**src/map_clk_pkg.sv**
```systemverilog
package map_clk_pkg;

  // ****************************************************************
  // Address space
  // ****************************************************************
  localparam int unsigned ADDR_W = 16;

  localparam logic [15:0] ZERO_PAGE_LO = 16'h0000;
  localparam logic [15:0] ZERO_PAGE_HI = 16'h004f;
  // Array bases are placement choices; sizes are fixed
  localparam logic [15:0] RAM_LO       = 16'h0050;
  localparam logic [15:0] RAM_SIZE     = 16'h0400;
  localparam logic [15:0] RAM_HI       = RAM_LO + RAM_SIZE - 16'h0001;
  localparam logic [15:0] EEPROM_LO    = 16'h0800;
  localparam logic [15:0] EEPROM_SIZE  = 16'h0200;
  localparam logic [15:0] EEPROM_HI    = EEPROM_LO + EEPROM_SIZE - 16'h0001;
  localparam logic [15:0] FLASH_LO     = 16'h8000;
  localparam logic [15:0] FLASH_SIZE   = 16'h7e00;
  localparam logic [15:0] FLASH_HI     = FLASH_LO + FLASH_SIZE - 16'h0001;
  localparam logic [15:0] MONITOR_LO   = 16'hfe20;
  localparam logic [15:0] MONITOR_SIZE = 16'h0133;
  localparam logic [15:0] MONITOR_HI   = MONITOR_LO + MONITOR_SIZE - 16'h0001;
  localparam logic [15:0] VECTOR_LO    = 16'hffd0;
  localparam logic [15:0] VECTOR_SIZE  = 16'h0030;
  localparam logic [15:0] VECTOR_HI    = VECTOR_LO + VECTOR_SIZE - 16'h0001;
  localparam logic [15:0] RSV_FLASH_LO = 16'hffc0;
  localparam logic [15:0] RSV_FLASH_HI = 16'hffcf;

  // ****************************************************************
  // Single register addresses
  // ****************************************************************
  localparam logic [15:0] SYS_BREAK_STATUS_A    = 16'hfe00;
  localparam logic [15:0] SYS_RESET_STATUS_A    = 16'hfe01;
  localparam logic [15:0] SYS_BREAK_FLAG_CTRL_A = 16'hfe03;
  localparam logic [15:0] FLASH_CONTROL_A       = 16'hfe08;
  localparam logic [15:0] BRK_ADDR_HIGH_A       = 16'hfe0c;
  localparam logic [15:0] BRK_ADDR_LOW_A        = 16'hfe0d;
  localparam logic [15:0] BRK_STATUS_CTRL_A     = 16'hfe0e;
  localparam logic [15:0] LOW_VOLTAGE_STATUS_A  = 16'hfe0f;
  localparam logic [15:0] EE_NV_DIV_HIGH_A      = 16'hfe10;
  localparam logic [15:0] EE_NV_DIV_LOW_A       = 16'hfe11;
  localparam logic [15:0] EE_TB_DIV_HIGH_A      = 16'hfe1a;
  localparam logic [15:0] EE_TB_DIV_LOW_A       = 16'hfe1b;
  localparam logic [15:0] EE_NV_CFG_A           = 16'hfe1c;
  localparam logic [15:0] EE_CONTROL_A          = 16'hfe1d;
  localparam logic [15:0] EE_ARRAY_CFG_A        = 16'hfe1f;
  localparam logic [15:0] FLASH_BLOCK_PROT_A    = 16'hff7e;
  localparam logic [15:0] WATCHDOG_CONTROL_A    = 16'hffff;
  // Reserved holes inside the high register page
  localparam logic [15:0] RSV_FE02_A            = 16'hfe02;
  localparam logic [15:0] RSV_FE04_LO           = 16'hfe04;
  localparam logic [15:0] RSV_FE07_HI           = 16'hfe07;
  localparam logic [15:0] RSV_FE09_LO           = 16'hfe09;
  localparam logic [15:0] RSV_FE0B_HI           = 16'hfe0b;
  localparam logic [15:0] RSV_FE12_LO           = 16'hfe12;
  localparam logic [15:0] RSV_FE19_HI           = 16'hfe19;
  localparam logic [15:0] RSV_FE1E_A            = 16'hfe1e;

  // ****************************************************************
  // Select vector bit positions
  // ****************************************************************
  localparam int unsigned SEL_ZERO_PAGE   = 0;
  localparam int unsigned SEL_RAM         = 1;
  localparam int unsigned SEL_EEPROM      = 2;
  localparam int unsigned SEL_FLASH       = 3;
  localparam int unsigned SEL_MONITOR     = 4;
  localparam int unsigned SEL_VECTORS     = 5;
  localparam int unsigned SEL_SYS_BRK_ST  = 6;
  localparam int unsigned SEL_SYS_RST_ST  = 7;
  localparam int unsigned SEL_SYS_BRK_FC  = 8;
  localparam int unsigned SEL_FLASH_CTRL  = 9;
  localparam int unsigned SEL_BRK_HIGH    = 10;
  localparam int unsigned SEL_BRK_LOW     = 11;
  localparam int unsigned SEL_BRK_SC      = 12;
  localparam int unsigned SEL_LOW_VOLT    = 13;
  localparam int unsigned SEL_EE_NVDIV_H  = 14;
  localparam int unsigned SEL_EE_NVDIV_L  = 15;
  localparam int unsigned SEL_EE_TBDIV_H  = 16;
  localparam int unsigned SEL_EE_TBDIV_L  = 17;
  localparam int unsigned SEL_EE_NV_CFG   = 18;
  localparam int unsigned SEL_EE_CTRL     = 19;
  localparam int unsigned SEL_EE_ARR_CFG  = 20;
  localparam int unsigned SEL_FLASH_BP    = 21;
  localparam int unsigned SEL_WATCHDOG    = 22;
  localparam int unsigned SEL_RESERVED    = 23;
  localparam int unsigned SEL_W           = 24;

  typedef logic [SEL_W-1:0] sel_t;
  localparam sel_t SEL_NONE = '0;

  // ****************************************************************
  // Clock enables
  // ****************************************************************
  typedef struct packed {
    logic clock_gen_output;
    logic osc_buffered_clock;
    logic bus;
    logic adc;
    logic eeprom;
    logic timer_a;
    logic timer_b;
  } clk_en_t;

  localparam clk_en_t CLK_EN_NONE = '0;
  localparam int unsigned SYNC_STAGES = 2;

endpackage

```
**src/map_clk_decoder.sv**
```systemverilog
// What this block does
// The decoder takes a 16-bit CPU address, covering a 64 KB space.
// FLASH of 32256 bytes, EEPROM of 512 bytes and RAM of 1024 bytes each get their own select.
// 48 bytes of vectors and 307 bytes of monitor ROM each get their own select.
// An access to an unimplemented address raises an illegal-address reset only while that reset is enabled.
// The CPU must not access reserved locations, whose effect is undefined.
// Zero-page peripheral registers sit at 0000 to 004F.
// Break status sits at FE00, reset status at FE01 and break flag control at FE03.
// Breakpoint high at FE0C, low at FE0D, status/control at FE0E and low-voltage status at FE0F.
// EEPROM registers sit at FE10, FE11, FE1A, FE1B, FE1C, FE1D and FE1F.
// FLASH control at FE08, FLASH block protect at FF7E and watchdog control at FFFF.
// The bus clock is the clock generator output divided by two and clocks CPU, RAM, ROM, PIT and KBI.
// The buffered oscillator clock copies the crystal input; the generator output comes from PLL or oscillator.
// Converter and EEPROM clocks each select buffered oscillator or bus clock.
// Each timer clock selects bus clock or its own external pin.
// At most one select is active per address and anything outside all regions is unimplemented.
`timescale 1ns/1ps
module map_clk_decoder
  import map_clk_pkg::*;
(
  input  wire logic              ref_clk,
  input  wire logic              resetn,
  input  wire logic [ADDR_W-1:0] cpu_addr,
  input  wire logic              cpu_access,
  input  wire logic              illegal_reset_enable,
  input  wire logic              crystal_input,
  input  wire logic              pll_tick,
  input  wire logic              use_pll,
  input  wire logic              adc_use_osc,
  input  wire logic              eeprom_use_osc,
  input  wire logic              timer_a_ext_clock,
  input  wire logic              timer_b_ext_clock,
  input  wire logic              timer_a_use_ext,
  input  wire logic              timer_b_use_ext,
  output sel_t                   sel_q,
  output logic                   unimplemented_q,
  output logic                   illegal_reset_q,
  output clk_en_t                clk_en_q
);

  // ****************************************************************
  // Address decode
  // ****************************************************************
  sel_t sel_d;
  logic unimpl_hit;
  logic unimplemented_d;
  logic illegal_reset_d;

  // Priority chain keeps the result one-hot even where ranges touch
  always_comb begin
    sel_d = SEL_NONE;
    unimpl_hit = 1'b0;
    unique case (cpu_addr)
      SYS_BREAK_STATUS_A:    sel_d[SEL_SYS_BRK_ST] = 1'b1;
      SYS_RESET_STATUS_A:    sel_d[SEL_SYS_RST_ST] = 1'b1;
      SYS_BREAK_FLAG_CTRL_A: sel_d[SEL_SYS_BRK_FC] = 1'b1;
      FLASH_CONTROL_A:       sel_d[SEL_FLASH_CTRL] = 1'b1;
      BRK_ADDR_HIGH_A:       sel_d[SEL_BRK_HIGH]   = 1'b1;
      BRK_ADDR_LOW_A:        sel_d[SEL_BRK_LOW]    = 1'b1;
      BRK_STATUS_CTRL_A:     sel_d[SEL_BRK_SC]     = 1'b1;
      LOW_VOLTAGE_STATUS_A:  sel_d[SEL_LOW_VOLT]   = 1'b1;
      EE_NV_DIV_HIGH_A:      sel_d[SEL_EE_NVDIV_H] = 1'b1;
      EE_NV_DIV_LOW_A:       sel_d[SEL_EE_NVDIV_L] = 1'b1;
      EE_TB_DIV_HIGH_A:      sel_d[SEL_EE_TBDIV_H] = 1'b1;
      EE_TB_DIV_LOW_A:       sel_d[SEL_EE_TBDIV_L] = 1'b1;
      EE_NV_CFG_A:           sel_d[SEL_EE_NV_CFG]  = 1'b1;
      EE_CONTROL_A:          sel_d[SEL_EE_CTRL]    = 1'b1;
      EE_ARRAY_CFG_A:        sel_d[SEL_EE_ARR_CFG] = 1'b1;
      FLASH_BLOCK_PROT_A:    sel_d[SEL_FLASH_BP]   = 1'b1;
      // Watchdog wins over the last vector byte
      WATCHDOG_CONTROL_A:    sel_d[SEL_WATCHDOG]   = 1'b1; // see R10
      RSV_FE02_A,
      RSV_FE1E_A:            sel_d[SEL_RESERVED]   = 1'b1;
      default: begin
        if (cpu_addr <= ZERO_PAGE_HI) begin
          sel_d[SEL_ZERO_PAGE] = 1'b1;
        end else if (cpu_addr >= RAM_LO && cpu_addr <= RAM_HI) begin
          sel_d[SEL_RAM] = 1'b1;
        end else if (cpu_addr >= EEPROM_LO && cpu_addr <= EEPROM_HI) begin
          sel_d[SEL_EEPROM] = 1'b1;
        end else if (cpu_addr >= FLASH_LO && cpu_addr <= FLASH_HI) begin
          sel_d[SEL_FLASH] = 1'b1;
        end else if (cpu_addr >= MONITOR_LO && cpu_addr <= MONITOR_HI) begin
          sel_d[SEL_MONITOR] = 1'b1;
        end else if (cpu_addr >= VECTOR_LO && cpu_addr <= VECTOR_HI) begin
          sel_d[SEL_VECTORS] = 1'b1;
        end else if ((cpu_addr >= RSV_FE04_LO && cpu_addr <= RSV_FE07_HI)
                  || (cpu_addr >= RSV_FE09_LO && cpu_addr <= RSV_FE0B_HI)
                  || (cpu_addr >= RSV_FE12_LO && cpu_addr <= RSV_FE19_HI)
                  || (cpu_addr >= RSV_FLASH_LO && cpu_addr <= RSV_FLASH_HI)) begin
          // Reserved holes never raise a reset; behaviour is left to the CPU
          sel_d[SEL_RESERVED] = 1'b1;
        end else begin
          unimpl_hit = 1'b1;
        end
      end
    endcase
    if (!cpu_access) begin
      sel_d = SEL_NONE;
      unimpl_hit = 1'b0;
    end
    unimplemented_d = unimpl_hit;
    illegal_reset_d = unimpl_hit & illegal_reset_enable;
  end

  always_ff @(posedge ref_clk or negedge resetn) begin
    if (!resetn) begin
      sel_q           <= SEL_NONE;
      unimplemented_q <= 1'b0;
      illegal_reset_q <= 1'b0;
    end else begin
      sel_q           <= sel_d;
      unimplemented_q <= unimplemented_d;
      illegal_reset_q <= illegal_reset_d;
    end
  end

  // ****************************************************************
  // Clock derivation
  // ****************************************************************
  logic    osc_tick;
  logic    tim_a_pin_tick;
  logic    tim_b_pin_tick;
  logic    cgm_tick;
  logic    bus_tick;
  logic    div_phase_q;
  logic    div_phase_d;
  clk_en_t clk_en_d;

  // Crystal must run below half of ref_clk to be seen
  pin_edge_sync u_osc_sync (
    .ref_clk (ref_clk),
    .resetn  (resetn),
    .pin     (crystal_input),
    .rise    (osc_tick)
  );

  pin_edge_sync u_tim_a_sync (
    .ref_clk (ref_clk),
    .resetn  (resetn),
    .pin     (timer_a_ext_clock),
    .rise    (tim_a_pin_tick)
  );

  pin_edge_sync u_tim_b_sync (
    .ref_clk (ref_clk),
    .resetn  (resetn),
    .pin     (timer_b_ext_clock),
    .rise    (tim_b_pin_tick)
  );

  always_comb begin
    cgm_tick    = use_pll ? pll_tick : osc_tick;
    bus_tick    = cgm_tick & div_phase_q;
    div_phase_d = cgm_tick ? ~div_phase_q : div_phase_q;
    clk_en_d.clock_gen_output   = cgm_tick;
    clk_en_d.osc_buffered_clock = osc_tick;
    clk_en_d.bus                = bus_tick;
    clk_en_d.adc                = adc_use_osc ? osc_tick : bus_tick;
    clk_en_d.eeprom             = eeprom_use_osc ? osc_tick : bus_tick;
    clk_en_d.timer_a            = timer_a_use_ext ? tim_a_pin_tick : bus_tick;
    clk_en_d.timer_b            = timer_b_use_ext ? tim_b_pin_tick : bus_tick;
  end

  always_ff @(posedge ref_clk or negedge resetn) begin
    if (!resetn) begin
      div_phase_q <= 1'b0;
      clk_en_q    <= CLK_EN_NONE;
    end else begin
      div_phase_q <= div_phase_d;
      clk_en_q    <= clk_en_d;
    end
  end

  // ****************************************************************
  // Checks
  // ****************************************************************
  AST_SEL_ONEHOT: assert property (@(posedge ref_clk) disable iff (!resetn)
    $onehot0({sel_q, unimplemented_q}))
    else $error("more than one select active");

  AST_FLASH_RAM_SEL: assert property (@(posedge ref_clk) disable iff (!resetn)
    cpu_access && cpu_addr >= FLASH_LO && cpu_addr <= FLASH_HI |=> sel_q[SEL_FLASH] && !sel_q[SEL_RAM])
    else $error("flash address not selected");

  AST_MONITOR_SEL: assert property (@(posedge ref_clk) disable iff (!resetn)
    cpu_access && cpu_addr >= MONITOR_LO && cpu_addr <= MONITOR_HI |=> sel_q[SEL_MONITOR])
    else $error("monitor address not selected");

  AST_ILLEGAL_RAISED: assert property (@(posedge ref_clk) disable iff (!resetn)
    unimplemented_q && $past(illegal_reset_enable) |-> illegal_reset_q)
    else $error("illegal address reset missing");

  AST_ILLEGAL_GATED: assert property (@(posedge ref_clk) disable iff (!resetn)
    !illegal_reset_enable |=> !illegal_reset_q)
    else $error("illegal reset raised while disabled");

  AST_ZERO_PAGE: assert property (@(posedge ref_clk) disable iff (!resetn)
    cpu_access && cpu_addr <= ZERO_PAGE_HI |=> sel_q[SEL_ZERO_PAGE] ##1 !sel_q[SEL_ZERO_PAGE] || $past(cpu_access))
    else $error("zero page not selected");

  AST_RESET_STATUS: assert property (@(posedge ref_clk) disable iff (!resetn)
    cpu_access && cpu_addr == SYS_RESET_STATUS_A |=> sel_q[SEL_SYS_RST_ST] && !unimplemented_q)
    else $error("reset status register not selected");

  AST_BRK_LOW: assert property (@(posedge ref_clk) disable iff (!resetn)
    cpu_access && cpu_addr == BRK_ADDR_LOW_A |=> sel_q[SEL_BRK_LOW])
    else $error("breakpoint low not selected");

  AST_EE_ARRAY: assert property (@(posedge ref_clk) disable iff (!resetn)
    cpu_access && cpu_addr == EE_ARRAY_CFG_A |=> sel_q[SEL_EE_ARR_CFG])
    else $error("eeprom array config not selected");

  AST_WATCHDOG: assert property (@(posedge ref_clk) disable iff (!resetn)
    cpu_access && cpu_addr == WATCHDOG_CONTROL_A |=> sel_q[SEL_WATCHDOG] && !sel_q[SEL_VECTORS])
    else $error("watchdog control not selected");

  AST_BUS_HALF: assert property (@(posedge ref_clk) disable iff (!resetn)
    clk_en_q.bus |-> clk_en_q.clock_gen_output && $past(div_phase_q) && !div_phase_q)
    else $error("bus clock not half of generator clock");

  AST_OSC_COPY: assert property (@(posedge ref_clk) disable iff (!resetn)
    osc_tick && !use_pll |=> clk_en_q.osc_buffered_clock && clk_en_q.clock_gen_output)
    else $error("oscillator tick not forwarded");

  AST_ADC_OSC: assert property (@(posedge ref_clk) disable iff (!resetn)
    adc_use_osc && !osc_tick |=> !clk_en_q.adc)
    else $error("converter clock not from oscillator");

  AST_TIMER_A_BUS: assert property (@(posedge ref_clk) disable iff (!resetn)
    !timer_a_use_ext && bus_tick |=> clk_en_q.timer_a && clk_en_q.bus)
    else $error("timer a clock not from bus clock");

endmodule // map_clk_decoder

```
**src/pin_edge_sync.sv**
```systemverilog
`timescale 1ns/1ps
module pin_edge_sync
  import map_clk_pkg::*;
(
  input  wire logic ref_clk,
  input  wire logic resetn,
  input  wire logic pin,
  output logic      rise
);

  // ****************************************************************
  // Two-stage synchroniser, third stage for edge detect
  // ****************************************************************
  logic [SYNC_STAGES:0] sync_q;
  logic [SYNC_STAGES:0] sync_d;

  always_comb begin
    sync_d = {sync_q[SYNC_STAGES-1:0], pin};
  end

  always_ff @(posedge ref_clk or negedge resetn) begin
    if (!resetn) begin
      sync_q <= '0;
    end else begin
      sync_q <= sync_d;
    end
  end

  // Only stages past the first are looked at
  assign rise = sync_q[SYNC_STAGES-1] & ~sync_q[SYNC_STAGES];

endmodule // pin_edge_sync

```
**config.mk**
```make
export PLATFORM = sky130hd
export DESIGN_NAME = map_clk_decoder
export DESIGN_NICKNAME = d
export VERILOG_FILES = /design/src/map_clk_pkg.sv /design/src/map_clk_decoder.sv /design/src/pin_edge_sync.sv
export SDC_FILE = /design/constraint.sdc
export NUM_CORES = 1
export LEC_CHECK = 0
export BUFFER_PORTS_ARGS = -buffer_cell sky130_fd_sc_hd__buf_2
export CAP_MARGIN = 20
export CORE_MARGIN = 2
export CORE_UTILIZATION = 32
export DETAILED_ROUTE_END_ITERATION = 12
export SLEW_MARGIN = 20
export SYNTH_ARGS = -nofsm -noshare
export SYNTH_HDL_FRONTEND = slang
export SYNTH_SLANG_ARGS = --single-unit
```
**constraint.sdc**
```tcl
create_clock -name ref_clk -period 1 [get_ports ref_clk]
set_input_delay 0.1 -clock ref_clk [delete_from_list [all_inputs] [get_ports ref_clk]]
set_output_delay 0.1 -clock ref_clk [all_outputs]
set_load 0.03 [all_outputs]
```
# ---- Word level (Yosys, flattened, before mapping)
# Index checks and enable logic that the tools add are counted.
dict set report word_totals {
  wordCells 128
  input_bits 29
  ff_bits 43
}
dict set report classes {
  reduce_logical 15
  eq_ne 19
  muxes 52
  n_bitwise 9
  order_cmp 19
}
# op count
set op_table {}
lappend op_table {{equality test 16 bit, second input constant} 19}
lappend op_table {{>= comparator 16 bit, second input constant} 7}
lappend op_table {{<= comparator 16 bit, second input constant} 7}
lappend op_table {{2-to-1 mux 1 bit} 45}
lappend op_table {{2-to-1 mux 24 bit} 1}
lappend op_table {{OR reduction 19 bit} 1}
lappend op_table {{OR reduction 17 bit} 1}
lappend op_table {{>= comparator 16 x 12 -> 1 bit, second input constant} 1}
lappend op_table {{>= comparator 16 x 7 -> 1 bit, second input constant} 1}
lappend op_table {{<= comparator 16 x 11 -> 1 bit, second input constant} 1}
lappend op_table {{<= comparator 16 x 12 -> 1 bit, second input constant} 1}
lappend op_table {{<= comparator 16 x 7 -> 1 bit, second input constant} 1}
lappend op_table {{logical AND 1 bit} 9}
lappend op_table {{2-to-1 mux 6 bit} 1}
lappend op_table {{AND 1 bit} 5}
lappend op_table {{2-to-1 mux 5 bit} 1}
lappend op_table {{2-to-1 mux 4 bit} 1}
lappend op_table {{NOT 1 bit} 4}
lappend op_table {{logical OR 1 bit} 3}
lappend op_table {{2-to-1 mux 3 bit} 1}
lappend op_table {{2-to-1 mux 2 bit} 1}
lappend op_table {{one-hot mux 1 bit (2 select lines)} 1}
lappend op_table {{OR reduction 2 bit} 1}

# ---- Depth between registers and ports, before layout
# Gate-level depths: netlist of the first run.
dict set report logic_depth {
  ltp_word 15
  mapped_depth 6
}

# ---- Modules after synthesis
# Synthesis of the first run repeated with hierarchy kept, for this count alone.
dict set report unflattened {
  cells_unflattened 167
  hier_area_um2 1839.3
}
# module seq_area_each_um2 cells_per_inst area_each_um2 n_inst
set modules_own_cells {}
lappend modules_own_cells {map_clk_decoder 850.8 155 1572.8 1}
lappend modules_own_cells {pin_edge_sync 75.1 4 88.8 3}

# ---- Worst setup path before layout of the first run
# No wires, ideal clock.
dict set report synth_path {
  kind {input -> register}
  from {input cpu_addr[8]}
  to {register unimplemented_q}
  stages 6
  arrival_time_ps 1267
  setup_ps 126
  path_slack_ps -393
  n_path_buf 1
  path_cell_list {buf_2 or3_1 nor4_1 o41ai_2 nand4_2 nor3_1}
}
dict set report synth_between {
  elab_chain_len 14
  elab_cells_between_ends 60
}
# element line
set synth_lines {}
lappend synth_lines {{from (decl)} map_clk_decoder.sv:23} ;# input wire logic [ADDR_W-1:0] cpu_addr,
lappend synth_lines {{>= comparator 16 bit (tied with other cells)} map_clk_decoder.sv:87} ;# end else if ((cpu_addr >= RSV_FE04_LO && cpu_addr <= RSV_FE07_HI)
lappend synth_lines {{logical AND 1 bit, on equally long branches} {map_clk_decoder.sv:87, map_clk_decoder.sv:88}}
lappend synth_lines {{logical OR 1 bit} map_clk_decoder.sv:88} ;# || (cpu_addr >= RSV_FE09_LO && cpu_addr <= RSV_FE0B_HI)
lappend synth_lines {{logical OR 1 bit} map_clk_decoder.sv:89} ;# || (cpu_addr >= RSV_FE12_LO && cpu_addr <= RSV_FE19_HI)
lappend synth_lines {{logical OR 1 bit} map_clk_decoder.sv:90} ;# || (cpu_addr >= RSV_FLASH_LO && cpu_addr <= RSV_FLASH_HI)) begin
lappend synth_lines {{2-to-1 mux 1 bit} map_clk_decoder.sv:87}
lappend synth_lines {{2-to-1 mux 1 bit} map_clk_decoder.sv:85} ;# end else if (cpu_addr >= VECTOR_LO && cpu_addr <= VECTOR_HI) begin
lappend synth_lines {{2-to-1 mux 1 bit} map_clk_decoder.sv:83} ;# end else if (cpu_addr >= MONITOR_LO && cpu_addr <= MONITOR_HI) begin
lappend synth_lines {{2-to-1 mux 1 bit} map_clk_decoder.sv:81} ;# end else if (cpu_addr >= FLASH_LO && cpu_addr <= FLASH_HI) begin
lappend synth_lines {{2-to-1 mux 1 bit} map_clk_decoder.sv:79} ;# end else if (cpu_addr >= EEPROM_LO && cpu_addr <= EEPROM_HI) begin
lappend synth_lines {{2-to-1 mux 1 bit} map_clk_decoder.sv:77} ;# end else if (cpu_addr >= RAM_LO && cpu_addr <= RAM_HI) begin
lappend synth_lines {{2-to-1 mux 1 bit} map_clk_decoder.sv:75} ;# if (cpu_addr <= ZERO_PAGE_HI) begin
lappend synth_lines {{2-to-1 mux 1 bit *} map_clk_decoder.sv:53} ;# unique case (cpu_addr)
lappend synth_lines {{2-to-1 mux 1 bit *} map_clk_decoder.sv:98} ;# if (!cpu_access) begin
lappend synth_lines {{via unimpl_hit} map_clk_decoder.sv:45} ;# logic unimpl_hit;
lappend synth_lines {{to (signal assigned)} map_clk_decoder.sv:113} ;# unimplemented_q <= unimplemented_d;
lappend synth_lines {{to (decl)} map_clk_decoder.sv:36} ;# output logic unimplemented_q,
# Mark *: on every way through the listed nets, which the timed path passes. The rest lies on a longest branch.
# A chain may end at the register's enable or synchronous reset.

# ---- Worst setup path after layout of the first run
dict set report layout_path {
  from {input cpu_addr[6]}
  to {register sel_q[5]}
}
dict set report layout_between {
  elab_chain_len 10
  elab_cells_between_ends 44
}
# element line
set layout_lines {}
lappend layout_lines {{>= comparator 16 bit or <= comparator 16 bit (tied branches)} map_clk_decoder.sv:85}
lappend layout_lines {{logical AND 1 bit} map_clk_decoder.sv:85}
lappend layout_lines {{2-to-1 mux 1 bit} map_clk_decoder.sv:85}
lappend layout_lines {{2-to-1 mux 1 bit} map_clk_decoder.sv:83}
lappend layout_lines {{2-to-1 mux 2 bit} map_clk_decoder.sv:81}
lappend layout_lines {{2-to-1 mux 3 bit} map_clk_decoder.sv:79}
lappend layout_lines {{2-to-1 mux 4 bit} map_clk_decoder.sv:77}
lappend layout_lines {{2-to-1 mux 5 bit} map_clk_decoder.sv:75}
lappend layout_lines {{2-to-1 mux 6 bit *} map_clk_decoder.sv:53}
lappend layout_lines {{2-to-1 mux 24 bit *} map_clk_decoder.sv:98}
lappend layout_lines {{via sel_d[5]} map_clk_decoder.sv:44} ;# sel_t sel_d;
lappend layout_lines {{to (signal assigned)} map_clk_decoder.sv:112} ;# sel_q <= sel_d;
lappend layout_lines {{to (decl)} map_clk_decoder.sv:35} ;# output sel_t sel_q,
# Marked as above.

==> summary.md, run 1 <==
| Metric | Value |
|---|---|
| Wire length reported by the detailed router | between 4 and 5 mm |
| Slew Limit Headroom | roughly three quarters |
| Fraction of power spent switching nets | between 20% and 30% |
| Maximum buffer depth of the clock tree | 2 |
| Largest family of logic cells by synthesized area | simple AND/OR/NAND/NOR gates |
| TritonCTS Buffers | 5 |
| Vert. Die Dim | 81.9 um |
| Worst Path Required | ~1.2 ns |
| Filler-free cell count of the finished design | 373 |
| Vias in the first global route | ~1800 |
| CTS Root Cell | sky130_fd_sc_hd__clkbuf_8 |
| Depth of the worst register-to-register path | 4 |
| CTS H-tree depth | 2 |
| Maximum number of pins on one net before global-route repair | 30 |
| Yosys warning count | 0 |
| Cell leakage power | 1.55 nW |
| Clock transition time at the flip-flop clock pins of the worst setup and hold paths | around 0.070 ns |
| Net switching component of the power | roughly 0.95 mW |
| Predominant post-synthesis flop cell | sky130_fd_sc_hd__dfrtp_1 |
| Part of the power in registers | 49.3% |
| Mux cell area share after synthesis | 0.581% |
| Power per standard cell area | ~1100 mW/mm^2 |
| Tightest Pin Transition | ~0.38 ns |
| Initial drt markers | 52 |
| Synth Area in Simple Gates | slightly below 30% |
| Asr flop ratio synth | between 90% and 100% |
| Launch point of the worst reg-to-reg path | u_osc_sync.sync_q[1] |
| Slowest cell delay on critical path | about 0.60 ns |
| Buffers & Inverters on Critical Path | 1 |
| Maximum VDD drop | about 0.84 mV |
| Synth unique cells | 47 |
| Post-synthesis to final-layout area growth | 66.7% |
| Top cells by area in the synthesized netlist | sky130_fd_sc_hd__dfrtp_1, sky130_fd_sc_hd__nor2_1, sky130_fd_sc_hd__o21ai_0 |
| Final max-slew violation count | 0 |
| Internal Power | roughly 2.8 mW |
| Number of enable flip-flop cells after synthesis | 0 |
| Floorplan row count | 28 |
| Overflow after GRT | 0 |
| Antenna diode instance count | 0 |
| Largest delay contributor family on the critical path | simple AND/OR/NAND/NOR gates |
| Clock latency of the later-clocked register in the worst-skew pair | 0.29 ns |
| Antenna viol nets, final | 0 |
| Wire length of the first global-routing pass | slightly below 8 mm |
| Core area | just under 0.006 mm^2 |
| Effective utilization at floorplan | approximately a third |
| Last weighted congestion value of the routability-driven placer | 0.837 |
| Peak clock frequency supported by timing | just over 800 MHz |
| Master of the slowest instance on the critical path | sky130_fd_sc_hd__or4_4 |
| Min-Delay Path Class | in2reg |
| Worst path depth | 6 |
| Max-capacitance violation count | 0 |
| Total half-perimeter wirelength after legalization and detailed placement | roughly 3.8 mm |
| Cells after DPL | 351 |
| Setup repair after global routing missed its margin | yes |
| Fraction of power consumed by combinational cells | between 10% and 20% |
| Number of antenna violations at the first check in global routing | 0 |
| Share of the yosys chip area belonging to registers | between 50 and 60% |
| Setup Skew | 0.00246 ns |
| Total of flip-flops plus latches after synthesis | 43 |
| Boundary Pins | 62 |
| Cell Chain, Critical Path | buf_8 -> or4_4 -> a211oi_4 -> o41ai_2 -> nand4_2 -> nor4b_2 |
| Final design area excluding fillers | ~0.0032 mm^2 |
| Global-route usage over all layers | between 10% and 20% |
| Hold violation total from the final report | 0 |
| Number of nets in the layout | about 330 |
| Capturing point of the worst reg2reg path | div_phase_q |
| Die ar. | 0.00670 mm^2 |
| TritonCTS sink count | between 40 and 50 |
| Post-synthesis average cell area | roughly 11 um^2 |
| Worst Setup Slack, final | -0.205 ns |
| Kind of end point of the critical path | register |
| Failing checks | setup timing |
| Clock tree from TritonCTS | yes |
| Compound-cell area share of the yosys netlist | a little over a tenth |
| Register-to-Register Setup Slack | -0.10 ns |
| PnR Total Power | 3.71 mW |
| Destination of the worst hold path | illegal_reset_q |
| Origin of the worst min-delay path | illegal_reset_enable |
| Largest fanout on the critical path | 5 |
| Number of search-and-repair iterations in the first detailed-routing pass | 4 |
| Syn Inst Count | about 180 |
| Time the worst path needs with I/O delays and setup | ~1.2 ns |
| Mean number of vias per cell | ~4.8 |
| Number of port buffers | between 60 and 70 |
| Number of nets produced by synthesis | ~210 |
| Part of the total power dissipated in the clock network | a little under a third |
| Worst Hold Depth | 3 |
| Area after DPL | about 0.0027 mm^2 |
| Total standard cell area after synthesis | 0.00194 mm^2 |
| Die span in x | slightly above 80 um |
| XOR/XNOR share of the synthesized area | less than 1% |
| Ratio of final minimum period to clock period | 120% |
| Path type of the worst setup path | in2reg |
| Worst Hold Slack | roughly 0.05 ns |
| Cell type with the largest total area after synthesis | sky130_fd_sc_hd__dfrtp_1 |
| Proportion of layout cells with a drive suffix above 1 | 62.8% |
| DR vias | 1794 |
| Proportion of netlist area held by the largest area contributor | a little under three fifths |
| Status | finished with violations |
| DRC errors left | 0 |
| Critical path startpoint category | input pin |
| Total of endpoints with negative setup slack in the final report | 21 |
| Wire per inst | approximately 13 um |
| Worst endpoint data arrival time | approximately 1.4 ns |
| Synthesized-area fraction occupied by adder cells | 0% |
metrics by stage:
step | TNS, ns | util [%] | setup WS [ns]
floorplan | -3.24 | - | -0.320
global placement | -9.54 | 46.2 | -0.494
detailed placement | -9.91 | 46.2 | -0.505
CTS | -1.55 | 52.0 | -0.161
global route | -2.92 | 54.9 | -0.222
finish | -2.13 | 54.9 | -0.205
kinds of logic (layout without fill, tap and decap cells):
kind of cell    Yosys count  after routing
compound gates           27             27
mux                       1              1
buf+inv                  14            133
simple gates             93             93
flops                    43             43
xor+xnor                  1              1
flip-flops by register name (all words and copies together), names as in the netlist:
register and cells:
u_tim_a_sync.sync_q 3, clk_en_q 7, div_phase_q 1, u_tim_b_sync.sync_q 3, sel_q 24, u_osc_sync.sync_q 3, unimplemented_q 1, illegal_reset_q 1
how the worst max path moves through the flow:
| stage | from | end | slack [ns] |
|---|---|---|---|
| floorplan | cpu_addr[8] | unimplemented_q | -0.32 |
| global placement | cpu_addr[8] | unimplemented_q | -0.49 |
| detailed placement | cpu_addr[8] | unimplemented_q | -0.51 |
| CTS | cpu_addr[8] | unimplemented_q | -0.16 |
| global route | cpu_addr[6] | unimplemented_q | -0.22 |
| finish | cpu_addr[6] | sel_q[5] | -0.20 |
power by group through the flow:
stage	clock, mW	sequential (mW)	combinational [mW]
after floorplan	0	1.93	0.229
after global placement	0	1.85	0.592
after detailed placement	0	1.86	0.596
after CTS	1.21	1.82	0.670
after global routing	1.27	1.84	0.781
final	1.16	1.83	0.720
metal layers:
layer / routed length, um / up-vias / global-route usage [%] / part of all wire (%)
li1: - / 876 / - / -
met1: 2110 / 872 / 19.1 / 42
met2: 2570 / 39 / 26.6 / 51
met3: 223 / 7 / 2.97 / 4.5
met4: 87 / 0 / 6.33 / 1.7
met5: 0 / - / 0 / 0
Yosys cell counts, types with 2 or more instances:
| library cell | count |
|---|---|
| sky130_fd_sc_hd__nor3_1 | 9 |
| sky130_fd_sc_hd__a21oi_1 | 3 |
| sky130_fd_sc_hd__a22o_1 | 2 |
| sky130_fd_sc_hd__inv_1 | 6 |
| sky130_fd_sc_hd__buf_2 | 3 |
| sky130_fd_sc_hd__o21ai_0 | 11 |
| sky130_fd_sc_hd__nand2_1 | 14 |
| sky130_fd_sc_hd__nand3b_1 | 3 |
| sky130_fd_sc_hd__or2_2 | 3 |
| sky130_fd_sc_hd__nor2_1 | 18 |
| sky130_fd_sc_hd__nand2b_1 | 5 |
| sky130_fd_sc_hd__nor4_1 | 7 |
| sky130_fd_sc_hd__buf_4 | 4 |
| sky130_fd_sc_hd__nand4_2 | 2 |
| sky130_fd_sc_hd__nor4b_1 | 2 |
| sky130_fd_sc_hd__and4_4 | 2 |
| sky130_fd_sc_hd__or3_1 | 4 |
| sky130_fd_sc_hd__and3_1 | 4 |
| sky130_fd_sc_hd__nand3_1 | 7 |
| sky130_fd_sc_hd__dfrtp_1 | 43 |
cell type report:
class	count	area (um^2)
clock buffers	8	100
fillers	525	2650
inverters	6	25.0
multi-input cells	122	1100
flip-flops and latches	43	1080
well taps	75	93.8
repair buffers	119	837
repair_timing:
item,4_1_cts,5_1_grt
hold buffers,8,0
resized for setup,29,34
hold endpoints to repair,21,0
endpoints found under the setup margin,25,27
pin swaps,14,15
setup buffers,4,2
cells in the final DEF (no fill, tap or decap), types with 5 or more instances in the layout:
master and count:
sky130_fd_sc_hd__nand2_1 9, sky130_fd_sc_hd__nor2_2 6, sky130_fd_sc_hd__buf_6 9, sky130_fd_sc_hd__clkbuf_8 7
sky130_fd_sc_hd__buf_2 52, sky130_fd_sc_hd__nand3_1 7, sky130_fd_sc_hd__dlygate4sd3_1 8, sky130_fd_sc_hd__inv_1 5
sky130_fd_sc_hd__nor2_1 11, sky130_fd_sc_hd__o21ai_2 7, sky130_fd_sc_hd__nor4_2 6, sky130_fd_sc_hd__buf_4 47
sky130_fd_sc_hd__dfrtp_1 43
tightest hold or removal path: stages:
cell	delay [ns]
sky130_fd_sc_hd__buf_2	0.10
sky130_fd_sc_hd__inv_1	0.06
sky130_fd_sc_hd__nor4_2	0.05
(Power assumes the default switching activity.)
==> run 2, diff against run 1 <==
--- a/config.mk
+++ b/config.mk
@@ -10,6 +10,8 @@
 export CORE_MARGIN = 2
 export CORE_UTILIZATION = 32
 export DETAILED_ROUTE_END_ITERATION = 12
+export GPL_TIMING_DRIVEN = 0
+export MAX_ROUTING_LAYER = met4
 export SLEW_MARGIN = 20
 export SYNTH_ARGS = -nofsm -noshare
 export SYNTH_HDL_FRONTEND = slang
==> run 2 against run 1 <==
Against the previous run: the run ends with hold timing, setup timing left; clock power is 14% lower; cell area is 9.7% lower; sequential share of layout area is 3.6 points higher; critical path type unchanged; largest power group unchanged.
==> summary.md, run 2 (synthesis results as in run 1) <==
| Metric | Value |
|---|---|
| Wire length reported by the detailed router | between 4 and 5 mm |
| DRC errors left | 0 |
| Ratio of final minimum period to clock period | 126% |
| Mean number of vias per cell | ~4.8 |
| Top library cells by usage in the layout, fill and taps aside | sky130_fd_sc_hd__buf_2, sky130_fd_sc_hd__dfrtp_1, sky130_fd_sc_hd__buf_4 |
| Die ar. | between 0.006 and 0.007 mm^2 |
| Filler-free cell count of the finished design | 340 |
| Path type of the worst setup path | in2reg |
| Clock tree from TritonCTS | yes |
| Number of antenna violations at the first check in global routing | 0 |
| Power per standard cell area | 1170 mW/mm^2 |
| CTS Root Cell | sky130_fd_sc_hd__clkbuf_8 |
| Floorplan row count | 28 |
| Tightest Pin Transition | approximately 0.91 ns |
| Kind of end point of the critical path | register |
| Largest delay contributor family on the critical path | simple AND/OR/NAND/NOR gates |
| Max reg flops | 24 |
| FILL cells | roughly 550 |
| Master of the slowest instance on the critical path | sky130_fd_sc_hd__or4_4 |
| Register-to-Register Setup Slack | -0.09 ns |
| Total of endpoints with negative setup slack in the final report | 24 |
| Largest register by flop count | sel_q |
| Boundary Pins | between 60 and 70 |
| Antenna viol nets, final | 0 |
| Largest fanout on the critical path | 6 |
| Post-synthesis to final-layout area growth | 50.5% |
| Setup Skew | 0.00702 ns |
| Worst endpoint data arrival time | 1.43 ns |
| Maximum number of pins on one net before global-route repair | 44 |
| Buffers & Inverters on Critical Path | 1 |
| Setup repair after global routing missed its margin | yes |
| PnR Total Power | between 3 and 4 mW |
| Worst Hold Slack | -0.0596 ns |
| Total negative setup slack | -2.69 ns |
| Number of nets in the layout | between 200 and 300 |
| Last weighted congestion value of the routability-driven placer | 0.853 |
| Effective utilization at floorplan | between 30% and 40% |
| Cell leakage power | ~1.4 nW |
| Cell Chain, Critical Path | buf_4 -> or4_4 -> a211oi_4 -> o41ai_2 -> nand4_2 -> nor4b_2 |
| Overflow after GRT | 0 |
| Antenna diode instance count | 0 |
| Total half-perimeter wirelength after legalization and detailed placement | between 3 and 4 mm |
| Number of port buffers | 60 |
| Worst Path Required | around 1.2 ns |
| TritonCTS Buffers | 5 |
| Cells after DPL | 314 |
| Vert. Die Dim | just over 80 um |
| Status | finished with violations |
| Max-capacitance violation count | 0 |
| DR vias | 1642 |
| Critical path startpoint category | input pin |
| Most frequent standard cell in the layout excluding fill and tap cells | sky130_fd_sc_hd__buf_2 |
| Number of search-and-repair iterations in the first detailed-routing pass | 4 |
| Die span in x | between 80 and 90 um |
| Global-route usage over all layers | 14.3% |
| TritonCTS sink count | 43 |
| Time the worst path needs with I/O delays and setup | around 1.3 ns |
| Maximum VDD drop | between 0.7 and 0.8 mV |
| Worst Setup Slack, final | -0.257 ns |
| Core area | 0.00589 mm^2 |
| Clock latency of the later-clocked register in the worst-skew pair | 0.28 ns |
| Wire per inst | 13.8 um |
| Clock transition time at the flip-flop clock pins of the worst setup and hold paths | approximately 0.070 ns |
| Final max-slew violation count | 0 |
| Initial drt markers | 85 |
| Largest registers | sel_q x24, clk_en_q x7 |
| Vias in the first global route | 1590 |
| Slew Limit Headroom | 39.6% |
| Maximum buffer depth of the clock tree | 2 |
| Min-Delay Path Class | in2async |
| CTS H-tree depth | 2 |
| Peak clock frequency supported by timing | approximately 800 MHz |
| Wire length of the first global-routing pass | 7.25 mm |
| Hold violation total from the final report | 43 |
| Slowest cell delay on critical path | about 0.56 ns |
| Proportion of layout cells with a drive suffix above 1 | a little under three fifths |
| Failing checks | hold timing, setup timing |
==> run 2: area by class of cell <==
type                       instances  area (um^2)  share of cell area, %
sequential                        43         1080                   36.9
multi-input combinational        122         1070                   36.5
clock buffer                       7         76.3                   2.61
tap                               75         93.8                   3.21
inverter                           6         22.5                  0.772
clock inverter                     1         5.00                  0.171
buffer                             7         72.6                   2.49
timing repair buffer              79          507                   17.4
==> run 2: worst paths after layout <==
kind | startpoint | depth (start not counted) | end
worst max-delay path | cpu_addr[5] | 6 | sel_q[5]
worst min register to register | u_tim_b_sync.sync_q[0] | 0 | u_tim_b_sync.sync_q[1]
max in group asynchronous | resetn | 1 | u_osc_sync.sync_q[1]
worst min-delay path | resetn | 1 | clk_en_q[4]
worst max register to register | u_osc_sync.sync_q[1] | 5 | div_phase_q
min in group ref_clk | timer_a_use_ext | 2 | clk_en_q[1]
==> run 2: layer usage <==
layer / global-route usage (%) / wire, um
met5: - / 0
met3: 2.53 / 180
met1: 18.4 / 2020
met2: 22.4 / 2400
met4: 5.83 / 107
==> run 2: stage by stage <==
stage                     util (%)  area [um^2]  setup WS (ns)
final                         49.6         2920         -0.257
after global routing          49.6         2920         -0.285
after CTS                     46.5         2740         -0.221
after detailed placement      41.4         2440         -0.575
after global placement        41.4         2440         -0.555
after floorplan                  -         2040         -0.320
==> run 2: timing repair <==
item	CTS	global route
buffers inserted	7	6
pin swaps	20	10
gates resized for setup	28	28
setup endpoints to repair	22	28
hold buffers	6	0
endpoints found under the hold margin	49	0
==> run 2: power breakdown <==
part | leakage [nW] | switching (mW) | internal (mW)
Clock | 0.0422 | 0.509 | 0.489
Sequential | 0.567 | 0.0229 | 1.80
Combinational | 0.744 | 0.364 | 0.245
